### config.mk
export PLATFORM = sky130hd
export DESIGN_NAME = rew_ripple_pi_cfg
export DESIGN_NICKNAME = d
export VERILOG_FILES = /design/src/rtl/rew_pkg.sv /design/src/rtl/rew_window_decode.sv /design/src/rtl/rew_ripple_pi_cfg.sv
export SDC_FILE = /design/constraint.sdc
export NUM_CORES = 1
export LEC_CHECK = 0
export ABC_AREA = 0
export BUFFER_PORTS_ARGS = -buffer_cell sky130_fd_sc_hd__buf_2
export CAP_MARGIN = 25
export CORE_ASPECT_RATIO = 0.9
export CORE_MARGIN = 8
export CORE_UTILIZATION = 60
export CTS_BUF_LIST = sky130_fd_sc_hd__clkbuf_4 sky130_fd_sc_hd__clkbuf_8
export CTS_CLUSTER_DIAMETER = 100
export DETAILED_ROUTE_END_ITERATION = 6
export HOLD_SLACK_MARGIN = 0.05
export PLACE_DENSITY_LB_ADDON = 0.08
export SLEW_MARGIN = 5
export SYNTH_ARGS = -nofsm -noshare
export SYNTH_HDL_FRONTEND = slang
export SYNTH_SLANG_ARGS = --single-unit
### constraint.sdc
create_clock -name core_clk -period 8.8 [get_ports core_clk]
set_input_delay 1.76 -clock core_clk [delete_from_list [all_inputs] [get_ports core_clk]]
set_output_delay 1.76 -clock core_clk [all_outputs]
set_load 0.05 [all_outputs]
### src/rtl/rew_pkg.sv
// Package with register map, field layout, reset values and decode tables.
package rew_pkg;

    // ------------------------------------------------------------------
    // Register map
    // ------------------------------------------------------------------
    localparam int          ADDR_W              = 8;
    localparam int          DATA_W              = 8;
    localparam logic [7:0]  OFF_EC_WINDOWS      = 8'h17;
    localparam logic [7:0]  OFF_PI_PROP_GAIN    = 8'h18;

    // ------------------------------------------------------------------
    // Field positions
    // ------------------------------------------------------------------
    localparam int          EXTRA_WIN_LSB       = 2;
    localparam int          MISSED_WIN_LSB      = 0;
    localparam int          DIV_SEL_LSB         = 5;
    localparam int          NUMER_LSB           = 0;

    // ------------------------------------------------------------------
    // Reset values
    // ------------------------------------------------------------------
    localparam logic [1:0]  EXTRA_WIN_RST       = 2'h1;
    localparam logic [1:0]  MISSED_WIN_RST      = 2'h1;
    localparam logic [2:0]  DIV_SEL_RST         = 3'h1;
    localparam logic [4:0]  NUMER_RST           = 5'h01;
    localparam logic [7:0]  PI_PROP_GAIN_RST    = 8'h21;

    // ------------------------------------------------------------------
    // Window percentages and divisor shifts
    // ------------------------------------------------------------------
    localparam logic [6:0]  WIN_PCT_0           = 7'h14;
    localparam logic [6:0]  WIN_PCT_1           = 7'h1E;
    localparam logic [6:0]  WIN_PCT_2           = 7'h28;
    localparam logic [6:0]  WIN_PCT_3           = 7'h32;
    localparam logic [7:0]  PCT_FULL            = 8'h64;
    localparam logic [3:0]  DIV_SHIFT_UNDEF     = 4'h9;

    // Log2 of the proportional divisor for each selector code.
    function automatic logic [3:0] div_shift(input logic [2:0] sel);
        case (sel)
            3'h0:    div_shift = 4'h5;
            3'h1:    div_shift = 4'h6;
            3'h2:    div_shift = 4'h7;
            3'h3:    div_shift = 4'h8;
            3'h4:    div_shift = 4'h9;
            3'h5:    div_shift = 4'h4;
            3'h6:    div_shift = 4'h0;
            default: div_shift = DIV_SHIFT_UNDEF;
        endcase
    endfunction

endpackage

### src/rtl/rew_window_decode.sv
// Decoder from a 2-bit window code to its percentage.
`timescale 1ns/100ps
module rew_window_decode
    import rew_pkg::*;
(
    // Window code in.
    input  wire logic [1:0] code,
    // Window width out, in percent.
    output logic      [6:0] pct
);

    always_comb begin
        case (code)
            2'h0:    pct = WIN_PCT_0;
            2'h1:    pct = WIN_PCT_1;
            2'h2:    pct = WIN_PCT_2;
            default: pct = WIN_PCT_3;
        endcase
    end

endmodule

### src/rtl/rew_ripple_pi_cfg.sv
// Ripple error windows, proportional gain register and proportional term.
//
// The strobed register port was left to the implementer.
`timescale 1ns/100ps
module rew_ripple_pi_cfg
    import rew_pkg::*;
#(
    parameter int ERR_W = 16,
    parameter int PER_W = 16
)(
    // Clock and reset.
    input  wire logic                    core_clk,
    input  wire logic                    resetn,
    // Register port.
    input  wire logic [rew_pkg::ADDR_W-1:0] reg_addr,
    input  wire logic [rew_pkg::DATA_W-1:0] reg_wdata,
    input  wire logic                    reg_wr,
    input  wire logic                    reg_rd,
    output logic      [rew_pkg::DATA_W-1:0] reg_rdata,
    // Ripple interval classification.
    input  wire logic [PER_W-1:0]        expected_period,
    input  wire logic [PER_W-1:0]        ripple_interval,
    input  wire logic                    ripple_valid,
    output logic                         extra_ripple,
    output logic                         missed_ripple,
    output logic      [6:0]              extra_window_pct,
    output logic      [6:0]              missed_window_pct,
    // Proportional term of the speed loop.
    input  wire logic signed [ERR_W-1:0] speed_error,
    input  wire logic                    error_valid,
    output logic signed [ERR_W+4:0]      prop_term,
    output logic                         prop_valid,
    output logic      [9:0]              prop_divisor
);

    // ------------------------------------------------------------------
    // Register state
    // ------------------------------------------------------------------
    logic [1:0] extra_ripple_window;
    logic [1:0] missed_ripple_window;
    logic [2:0] prop_gain_divisor_sel;
    logic [4:0] prop_gain_numerator;
    logic [1:0] next_extra_ripple_window;
    logic [1:0] next_missed_ripple_window;
    logic [2:0] next_prop_gain_divisor_sel;
    logic [4:0] next_prop_gain_numerator;
    logic [7:0] next_reg_rdata;
    logic       wr_ec;
    logic       wr_gain;

    assign wr_ec   = reg_wr && (reg_addr == OFF_EC_WINDOWS);
    assign wr_gain = reg_wr && (reg_addr == OFF_PI_PROP_GAIN);

    always_comb begin
        next_extra_ripple_window   = extra_ripple_window;
        next_missed_ripple_window  = missed_ripple_window;
        next_prop_gain_divisor_sel = prop_gain_divisor_sel;
        next_prop_gain_numerator   = prop_gain_numerator;
        if (wr_ec) begin
            next_extra_ripple_window  = reg_wdata[EXTRA_WIN_LSB +: 2];
            next_missed_ripple_window = reg_wdata[MISSED_WIN_LSB +: 2];
        end
        if (wr_gain) begin
            next_prop_gain_divisor_sel = reg_wdata[DIV_SEL_LSB +: 3];
            next_prop_gain_numerator   = reg_wdata[NUMER_LSB +: 5];
        end
        next_reg_rdata = 8'h00;
        if (reg_rd) begin
            case (reg_addr)
                OFF_EC_WINDOWS:   next_reg_rdata = {4'h0, extra_ripple_window,
                                                    missed_ripple_window};
                OFF_PI_PROP_GAIN: next_reg_rdata = {prop_gain_divisor_sel,
                                                    prop_gain_numerator};
                default:          next_reg_rdata = 8'h00;
            endcase
        end
    end

    always_ff @(posedge core_clk or negedge resetn) begin
        if (!resetn) begin
            extra_ripple_window   <= EXTRA_WIN_RST;
            missed_ripple_window  <= MISSED_WIN_RST;
            prop_gain_divisor_sel <= DIV_SEL_RST;
            prop_gain_numerator   <= NUMER_RST;
            reg_rdata             <= 8'h00;
        end else begin
            extra_ripple_window   <= next_extra_ripple_window;
            missed_ripple_window  <= next_missed_ripple_window;
            prop_gain_divisor_sel <= next_prop_gain_divisor_sel;
            prop_gain_numerator   <= next_prop_gain_numerator;
            reg_rdata             <= next_reg_rdata;
        end
    end

    // ------------------------------------------------------------------
    // Ripple window classification
    // ------------------------------------------------------------------
    logic [6:0]  extra_pct;
    logic [6:0]  missed_pct;
    logic [23:0] interval_scaled;
    logic [23:0] extra_limit;
    logic [23:0] missed_limit;
    logic        next_extra_ripple;
    logic        next_missed_ripple;

    rew_window_decode u_extra_dec (
        .code (extra_ripple_window),
        .pct  (extra_pct)
    );

    rew_window_decode u_missed_dec (
        .code (missed_ripple_window),
        .pct  (missed_pct)
    );

    always_comb begin
        interval_scaled    = 24'(ripple_interval) * 24'(PCT_FULL);
        extra_limit        = 24'(expected_period) * 24'(extra_window_pct);
        missed_limit       = 24'(expected_period)
                             * (24'(PCT_FULL) + 24'(missed_window_pct));
        next_extra_ripple  = ripple_valid && (interval_scaled < extra_limit);
        next_missed_ripple = ripple_valid && (interval_scaled > missed_limit);
    end

    always_ff @(posedge core_clk or negedge resetn) begin
        if (!resetn) begin
            extra_window_pct  <= WIN_PCT_1;
            missed_window_pct <= WIN_PCT_1;
            extra_ripple      <= 1'b0;
            missed_ripple     <= 1'b0;
        end else begin
            extra_window_pct  <= extra_pct;
            missed_window_pct <= missed_pct;
            extra_ripple      <= next_extra_ripple;
            missed_ripple     <= next_missed_ripple;
        end
    end

    // ------------------------------------------------------------------
    // Proportional term
    // ------------------------------------------------------------------
    logic [3:0]              gain_shift;
    logic signed [ERR_W+5:0] gain_product;
    logic signed [ERR_W+4:0] next_prop_term;
    logic [9:0]              next_prop_divisor;

    always_comb begin
        gain_shift        = div_shift(prop_gain_divisor_sel);
        next_prop_divisor = 10'(11'h001 << gain_shift);
        gain_product      = (ERR_W+6)'(speed_error)
                            * $signed({1'b0, prop_gain_numerator});
        next_prop_term    = (ERR_W+5)'(gain_product >>> gain_shift);
    end

    always_ff @(posedge core_clk or negedge resetn) begin
        if (!resetn) begin
            prop_term    <= '0;
            prop_valid   <= 1'b0;
            prop_divisor <= 10'h040;
        end else begin
            prop_term    <= error_valid ? next_prop_term : prop_term;
            prop_valid   <= error_valid;
            prop_divisor <= next_prop_divisor;
        end
    end

    logic gain_written;

    always_ff @(posedge core_clk or negedge resetn) begin
        if (!resetn) begin
            gain_written <= 1'b0;
        end else if (wr_gain) begin
            gain_written <= 1'b1;
        end
    end

    // ------------------------------------------------------------------
    // Field decode, classification and gain checks
    // ------------------------------------------------------------------
    logic ec_written;

    always_ff @(posedge core_clk or negedge resetn) begin
        if (!resetn) begin
            ec_written <= 1'b0;
        end else if (wr_ec) begin
            ec_written <= 1'b1;
        end
    end
endmodule

==> results of run 1 <==
## through the flow
| stage | util [%] | std cells | cell area (um^2) |
|---|---|---|---|
| 2_1_floorplan | - | 1774 | 15400 |
| 3_3_place_gp | 64.6 | 2187 | 16300 |
| 3_5_place_dp | 64.6 | 2187 | 16300 |
| 4_1_cts | 65.6 | 2202 | 16500 |
| 5_1_grt | 65.6 | 2202 | 16500 |
| 6_report | 65.6 | 2202 | 16500 |
## cell type report
class	instances	area, um^2
clock buffers	10	138
multi-input cells	1344	12400
flip-flops and latches	64	1620
repair buffers	128	658
well taps	342	428
fillers	2202	8660
clock inverters	5	129
inverters	309	1160
## logic make-up after synthesis
kind of cell               synth area share [%]
DFF                                        10.5
adders and majority gates                  43.6
AOI/OAI and AO/OA                          12.3
buffers and inverters                      9.11
and+or+nand+nor                            18.4
muxes                                      2.22
xor gates and xnor gates                   3.80
other                                    0.0244
## worst max path at each step
stage | startpoint | end | cells after the start
floorplan | expected_period[0] | missed_ripple | 24
global placement | expected_period[0] | missed_ripple | 24
detailed placement | expected_period[0] | missed_ripple | 24
CTS | expected_period[0] | missed_ripple | 24
global route | expected_period[4] | missed_ripple | 26
finish | expected_period[0] | missed_ripple | 24
## where the power goes
part	total [mW]	internal [mW]	switching (mW)
clock	0.356	0.224	0.133
combinational	3.08	1.31	1.77
sequential	0.365	0.325	0.0402
## metal layers
layer | part of all wire (%) | GRT usage [%] | wire length, um
met1 | 41 | 28.7 | 14800
met2 | 52 | 44.8 | 18700
met3 | 4.5 | 3.53 | 1610
met4 | 1.6 | 5.35 | 585
met5 | 0.036 | 0 | 13
## worst max-delay path: stages
cell and delay (ns):
buf_2 0.21, nand2_1 0.11, fa_1 0.52, fa_1 0.53, fa_1 0.52, fa_1 0.54
inv_1 0.05, ha_1 0.32, o21ai_0 0.12, a21oi_1 0.19, o21ai_0 0.17, a2111oi_0 0.45
o21a_1 0.17, o21ai_0 0.10, o21ai_0 0.22, xnor2_1 0.15, ha_1 0.27, nor2b_1 0.13
o21ai_0 0.14, nand2b_1 0.07, a21oi_1 0.14, nor2b_1 0.06, a2111oi_0 0.40, nor3_1 0.09
## flip-flops by register name, summed over array words and instances, names as in the netlist, 2 cells and up
name,count
extra_ripple_window,2
extra_window_pct,5
missed_ripple_window,2
missed_window_pct,5
prop_divisor,10
prop_gain_divisor_sel,3
prop_gain_numerator,5
prop_term,21
reg_rdata,8
## layout by cell type, fill, tap and decap left out, types with 15 or more instances in the layout
| cell type | instances |
|---|---|
| fa_1 | 173 |
| or2_2 | 15 |
| a21oi_1 | 84 |
| a21o_1 | 27 |
| and2_1 | 178 |
| nand3_1 | 21 |
| inv_1 | 307 |
| buf_2 | 121 |
| dfrtp_1 | 51 |
| nor2_1 | 58 |
| mux2i_1 | 15 |
| xnor2_1 | 35 |
| o21a_1 | 15 |
| xor2_1 | 27 |
| o211ai_1 | 18 |
| o21ai_0 | 41 |
| nand2_1 | 128 |
| ha_1 | 259 |
| nor2b_1 | 40 |
| nand2b_1 | 23 |
| mux2_2 | 17 |
| nor3_1 | 19 |
==> impl_metrics.csv, run 1 <==
group,metric,value,unit
run_status,status,"complete, no violations",
logic_synthesis,ys_ff_latch,64,
power,ir_drop,241,uV
floorplanning,core-area,0.0252,mm^2
critical_path,r2r_slack,1.77,ns
floorplanning,die_x,185,um
timing,worst_slew_pin_slew,0.983,ns
placed_design,port_buffers,121,
critical_path,r2r_start,"missed_window_pct[2]",
floorplanning,die_h,168,um
placed_design,dp_slack,1.24,ns
timing,relSlewSlack,34.2,%
power,cellLeakagePower,8.85,nW
floorplanning,io_pins,126,
timing,rsz0062_at_grt,"no",
drt,viasPerCell,5.58,
placed_design,dp_hpwl,29.2,mm
logic_synthesis,synth_warnings,0,
clock_tree,htree_levels,3,
drt,wire_per_inst,16.2,um
clock_tree,clock-sinks,64,
timing,period_minus_slack,7.22,ns
clock_tree,cts_resized,0,
logic_synthesis,synth_edf_count,0,
hold_path,min_to,"prop_term[4]",
logic_synthesis,async_flop_share,100,%
timing,worst_slack,1.58,ns
clock_tree,hold_buffers,0,
clock_tree,postCtsSetupBuffers,0,
power,p_total,3.80,mW
hold_path,whs_path_depth,1,
cells_and_area,syn_to_final_growth,7.42,%
power,pwr_density_cell,230,mW/mm^2
clock_tree,cts_made_buffers,9,
global_routing,grt_max_degree,65,
timing,setup_violations,0,
timing,post-route-period-util,82.1,%
critical_path,worstPathRequired,9.05,ns
clock_tree,clock_latency,0.38,ns
timing,slew_violations,0,
critical_path,rr_endpoint,"missed_ripple",
logic_synthesis,synth_largest_type_area_fraction,22.5,%
logic_synthesis,synth-main-ff-cell,"dfrtp_1",
job,cap_violations,0,
critical_path,critPathLaunchType,"primary input",
logic_synthesis,seq_area_frac_synth,10.5,%
global_routing,grt_pass1_wl,62.1,mm
timing,hold_ws,0.484,ns
cells_and_area,n_antenna_cell,0,
logic_synthesis,syn-cell-area,0.0154,mm^2
hold_path,min-delay-start,"prop_term[4]",
cells_and_area,drive_gt1_share,11.1,%
clock_tree,clockBufferDepth,2,
timing,hold_violations,0,
timing,fmax,138,MHz
floorplanning,start_util,61.1,%
clock_tree,root_buffer,"clkbuf_8",
logic_synthesis,yosysTopAreaCell,"fa_1",
clock_tree,clkTransAtPathRegs,0.09,ns
placed_design,gp_congestion,0.914,
logic_synthesis,netlist_top_cells_count,"inv_1 (307), ha_1 (259), and2_1 (178)",
drt,drc,0,
global_routing,grt.overflow.total,0,
clock_tree,cts_tree,"done",
critical_path,arrival,7.47,ns
critical_path,rr_worst_depth,26,
drt,first_iter_violations,676,
logic_synthesis,synth_cell_types,77,
critical_path,crit_path_end_kind,"flip-flop",
logic_synthesis,synth_area_leaders,"fa_1 (23%), ha_1 (21%), dfrtp_1 (8.3%)",
critical_path,worstSetupPathType,"primary input to flip-flop",
drt,ant_nets,0,
global_routing,antenna_found_initial,1,
drt,totalWireLength,35.7,mm
floorplanning,row_count,55,
global_routing,grt_usage,24.1,%
logic_synthesis,synthCells,1768,
critical_path,crit_fanout,12,
hold_path,hold_class,"flip-flop to flip-flop",
cells_and_area,layout.nets,2358,
logic_synthesis,synth_area_per_cell,8.70,um^2
global_routing,grt_pass1_vias,13000,
timing,fin_worst_skew,0.0200,ns
floorplanning,dieArea,0.0310,mm^2
drt,via_count,12300,
timing,tns,0,ns
drt,drt-pass1-iter-count,6,
logic_synthesis,synth.most_common_cell,"inv_1",
(Power assumes the default switching activity.)
==> inputs of run 2 (changes only) <==
Settings changed: CORE_UTILIZATION 60 to 58.
Clock period 8.8 ns to 6.02 ns, I/O delays scaled along.
==> run 2 against run 1 <==
Compared with the run above: the flow now finishes with violations (setup timing); utilization rose by 3.2 points; sequential share of layout area fell by 0.73 points; flip-flop and latch count did not move; setup slack got worse by 1.7 ns; first-iteration DRC count fell by 10%; combinational power rose by 84%; clock skew rose by 0.0047 ns; total power rose by 75%; highest routed layer unchanged.
==> impl_metrics.csv, run 2 (same netlist as run 1, synthesis figures left out) <==
group,metric,value,unit
drt,viasPerCell,5.47,
timing,relSlewSlack,36.9,%
timing,post-route-period-util,102,%
run_status,status,"finished, violations left",
critical_path,critPathMaxStageDelay,0.58,ns
cells_and_area,largest_reg_flops,21,
cells_and_area,n_fill_cell,2168,
timing,fmax,162,MHz
critical_path,arrival,6.41,ns
timing,worst_slack,-0.146,ns
cells_and_area,layout.nets,2470,
clock_tree,cts_made_buffers,9,
cells_and_area,final_cell_mix,"inv_1 (299), ha_1 (243), and2_1 (171), fa_1 (166), nand2_1 (125)",
cells_and_area,reg.largest.list,"prop_term (21), prop_divisor (10), reg_rdata (8)",
global_routing,grt_usage,23.7,%
critical_path,worstPathRequired,6.26,ns
critical_path,critPathTopFamily,"adder cells",
floorplanning,row_count,56,
critical_path,worstPathBufferInverterCount,10,
critical_path,crit_fanout,6,
global_routing,grt.overflow.total,0,
floorplanning,io_pins,126,
placed_design,dp_hpwl,31.1,mm
cells_and_area,multiInputGateArea,0.0129,mm^2
timing,period_minus_slack,6.17,ns
timing,hold_violations,0,
global_routing,antenna_found_initial,1,
cells_and_area,regArea,0.00163,mm^2
floorplanning,dieArea,0.0320,mm^2
clock_tree,clkTransAtPathRegs,0.09,ns
clock_tree,htree_levels,3,
clock_tree,cts_tree,"done",
placed_design,gp_congestion,0.895,
drt,first_iter_violations,606,
timing,fin_worst_skew,0.0247,ns
critical_path,critPathLaunchType,"flip-flop",
cells_and_area,syn_to_final_growth,16.6,%
clock_tree,clockBufferDepth,2,
drt,totalWireLength,38.1,mm
timing,setup_violations,1,
cells_and_area,top_register,"prop_term",
hold_path,hold_class,"flip-flop to flip-flop",
floorplanning,die_h,171,um
timing,rsz0062_at_grt,"yes",
floorplanning,start_util,59.0,%
clock_tree,clock-sinks,64,
power,ir_drop,357,uV
power,cellLeakagePower,9.45,nW
global_routing,grt_pass1_wl,63.1,mm
global_routing,grt_max_degree,65,
clock_tree,root_buffer,"clkbuf_8",
cells_and_area,postLayoutCoreUtil,68.8,%
global_routing,grt_pass1_vias,13200,
job,cap_violations,0,
timing,slew_violations,0,
floorplanning,core-area,0.0261,mm^2
run_status,violations,"setup timing",
critical_path,crit_slowest_cell,"fa_2",
drt,ant_nets,0,
drt,drc,0,
critical_path,crit_path_end_kind,"flip-flop",
drt,wire_per_inst,16.4,um
placed_design,dp_slack,-0.558,ns
floorplanning,die_x,188,um
cells_and_area,mostFrequentLayoutCell,"inv_1",
critical_path,crit_top_cell,"buf_4",
placed_design,port_buffers,121,
clock_tree,clock_latency,0.37,ns
cells_and_area,n_antenna_cell,0,
critical_path,worstSetupPathType,"flip-flop to flip-flop",
power,pwr_density_cell,371,mW/mm^2
drt,drt-pass1-iter-count,5,
clock_tree,hold_buffers,0,
drt,via_count,12700,
timing,worst_slew_pin_slew,0.942,ns
cells_and_area,drive_gt1_share,20.5,%
==> run 2: changes by cell type in the layout (fill, tap and decap cells not counted), sizes merged <==
cell,before,now
bufinv,4,2
clkbuf,10,9
buf,128,240
inv,307,308
clkinv,3,6
==> run 2: layer usage <==
layer	vias up	global-route usage, %	wire length, um
met5	-	0	12
met4	2	6.84	830
met3	65	2.69	1220
met2	258	45.4	20400
met1	6194	27.5	15600
li1	6170	-	-
==> run 2: metrics by stage <==
| stage | area [um^2] | hold WS [ns] | setup TNS, ns | std cells | power, mW |
|---|---|---|---|---|---|
| 2_1_floorplan | 15500 | 0.551 | -0.324 | 1774 | 4.06 |
| 3_3_place_gp | 17100 | 0.460 | -0.916 | 2291 | 5.49 |
| 3_5_place_dp | 17100 | 0.468 | -1.11 | 2291 | 5.59 |
| 4_1_cts | 17600 | 0.500 | -0.0275 | 2316 | 6.41 |
| 5_1_grt | 17900 | 0.525 | -0.500 | 2321 | 7.40 |
| 6_report | 17900 | 0.495 | -0.146 | 2321 | 6.66 |
==> run 2: layout make-up <==
cell class / instances / share of cell area [%]
clock buffers: 9 / 0.690
clock inverters: 7 / 0.579
well taps: 348 / 2.43
multi-input cells: 1344 / 71.9
repair buffers: 240 / 8.88
flip-flops and latches: 64 / 9.06
inverters: 309 / 6.47
==> run 2: power by group <==
| part | internal [mW] | total (mW) | switching (mW) |
|---|---|---|---|
| registers | 0.475 | 0.530 | 0.0547 |
| clock network | 0.238 | 0.448 | 0.211 |
| logic | 2.71 | 5.68 | 2.97 |
==> run 2: final timing paths <==
check,startpoint,end,slack (ns),cells past startpoint
setup / recovery,missed_window_pct[4],missed_ripple,-0.15,27
hold / removal,prop_term[8],prop_term[8],0.49,1
setup reg to reg,missed_window_pct[4],missed_ripple,-0.15,27
hold reg to reg,prop_term[8],prop_term[8],0.49,1
max in group asynchronous,resetn,prop_term[16],4.45,2
min in group asynchronous,resetn,extra_ripple,0.98,2
==> run 2: what timing repair did <==
item	in CTS	in global routing
setup endpoints to repair	2	2
pin swaps	58	34
buffers inserted	9	5
resized for setup	51	71
cloned	0	0
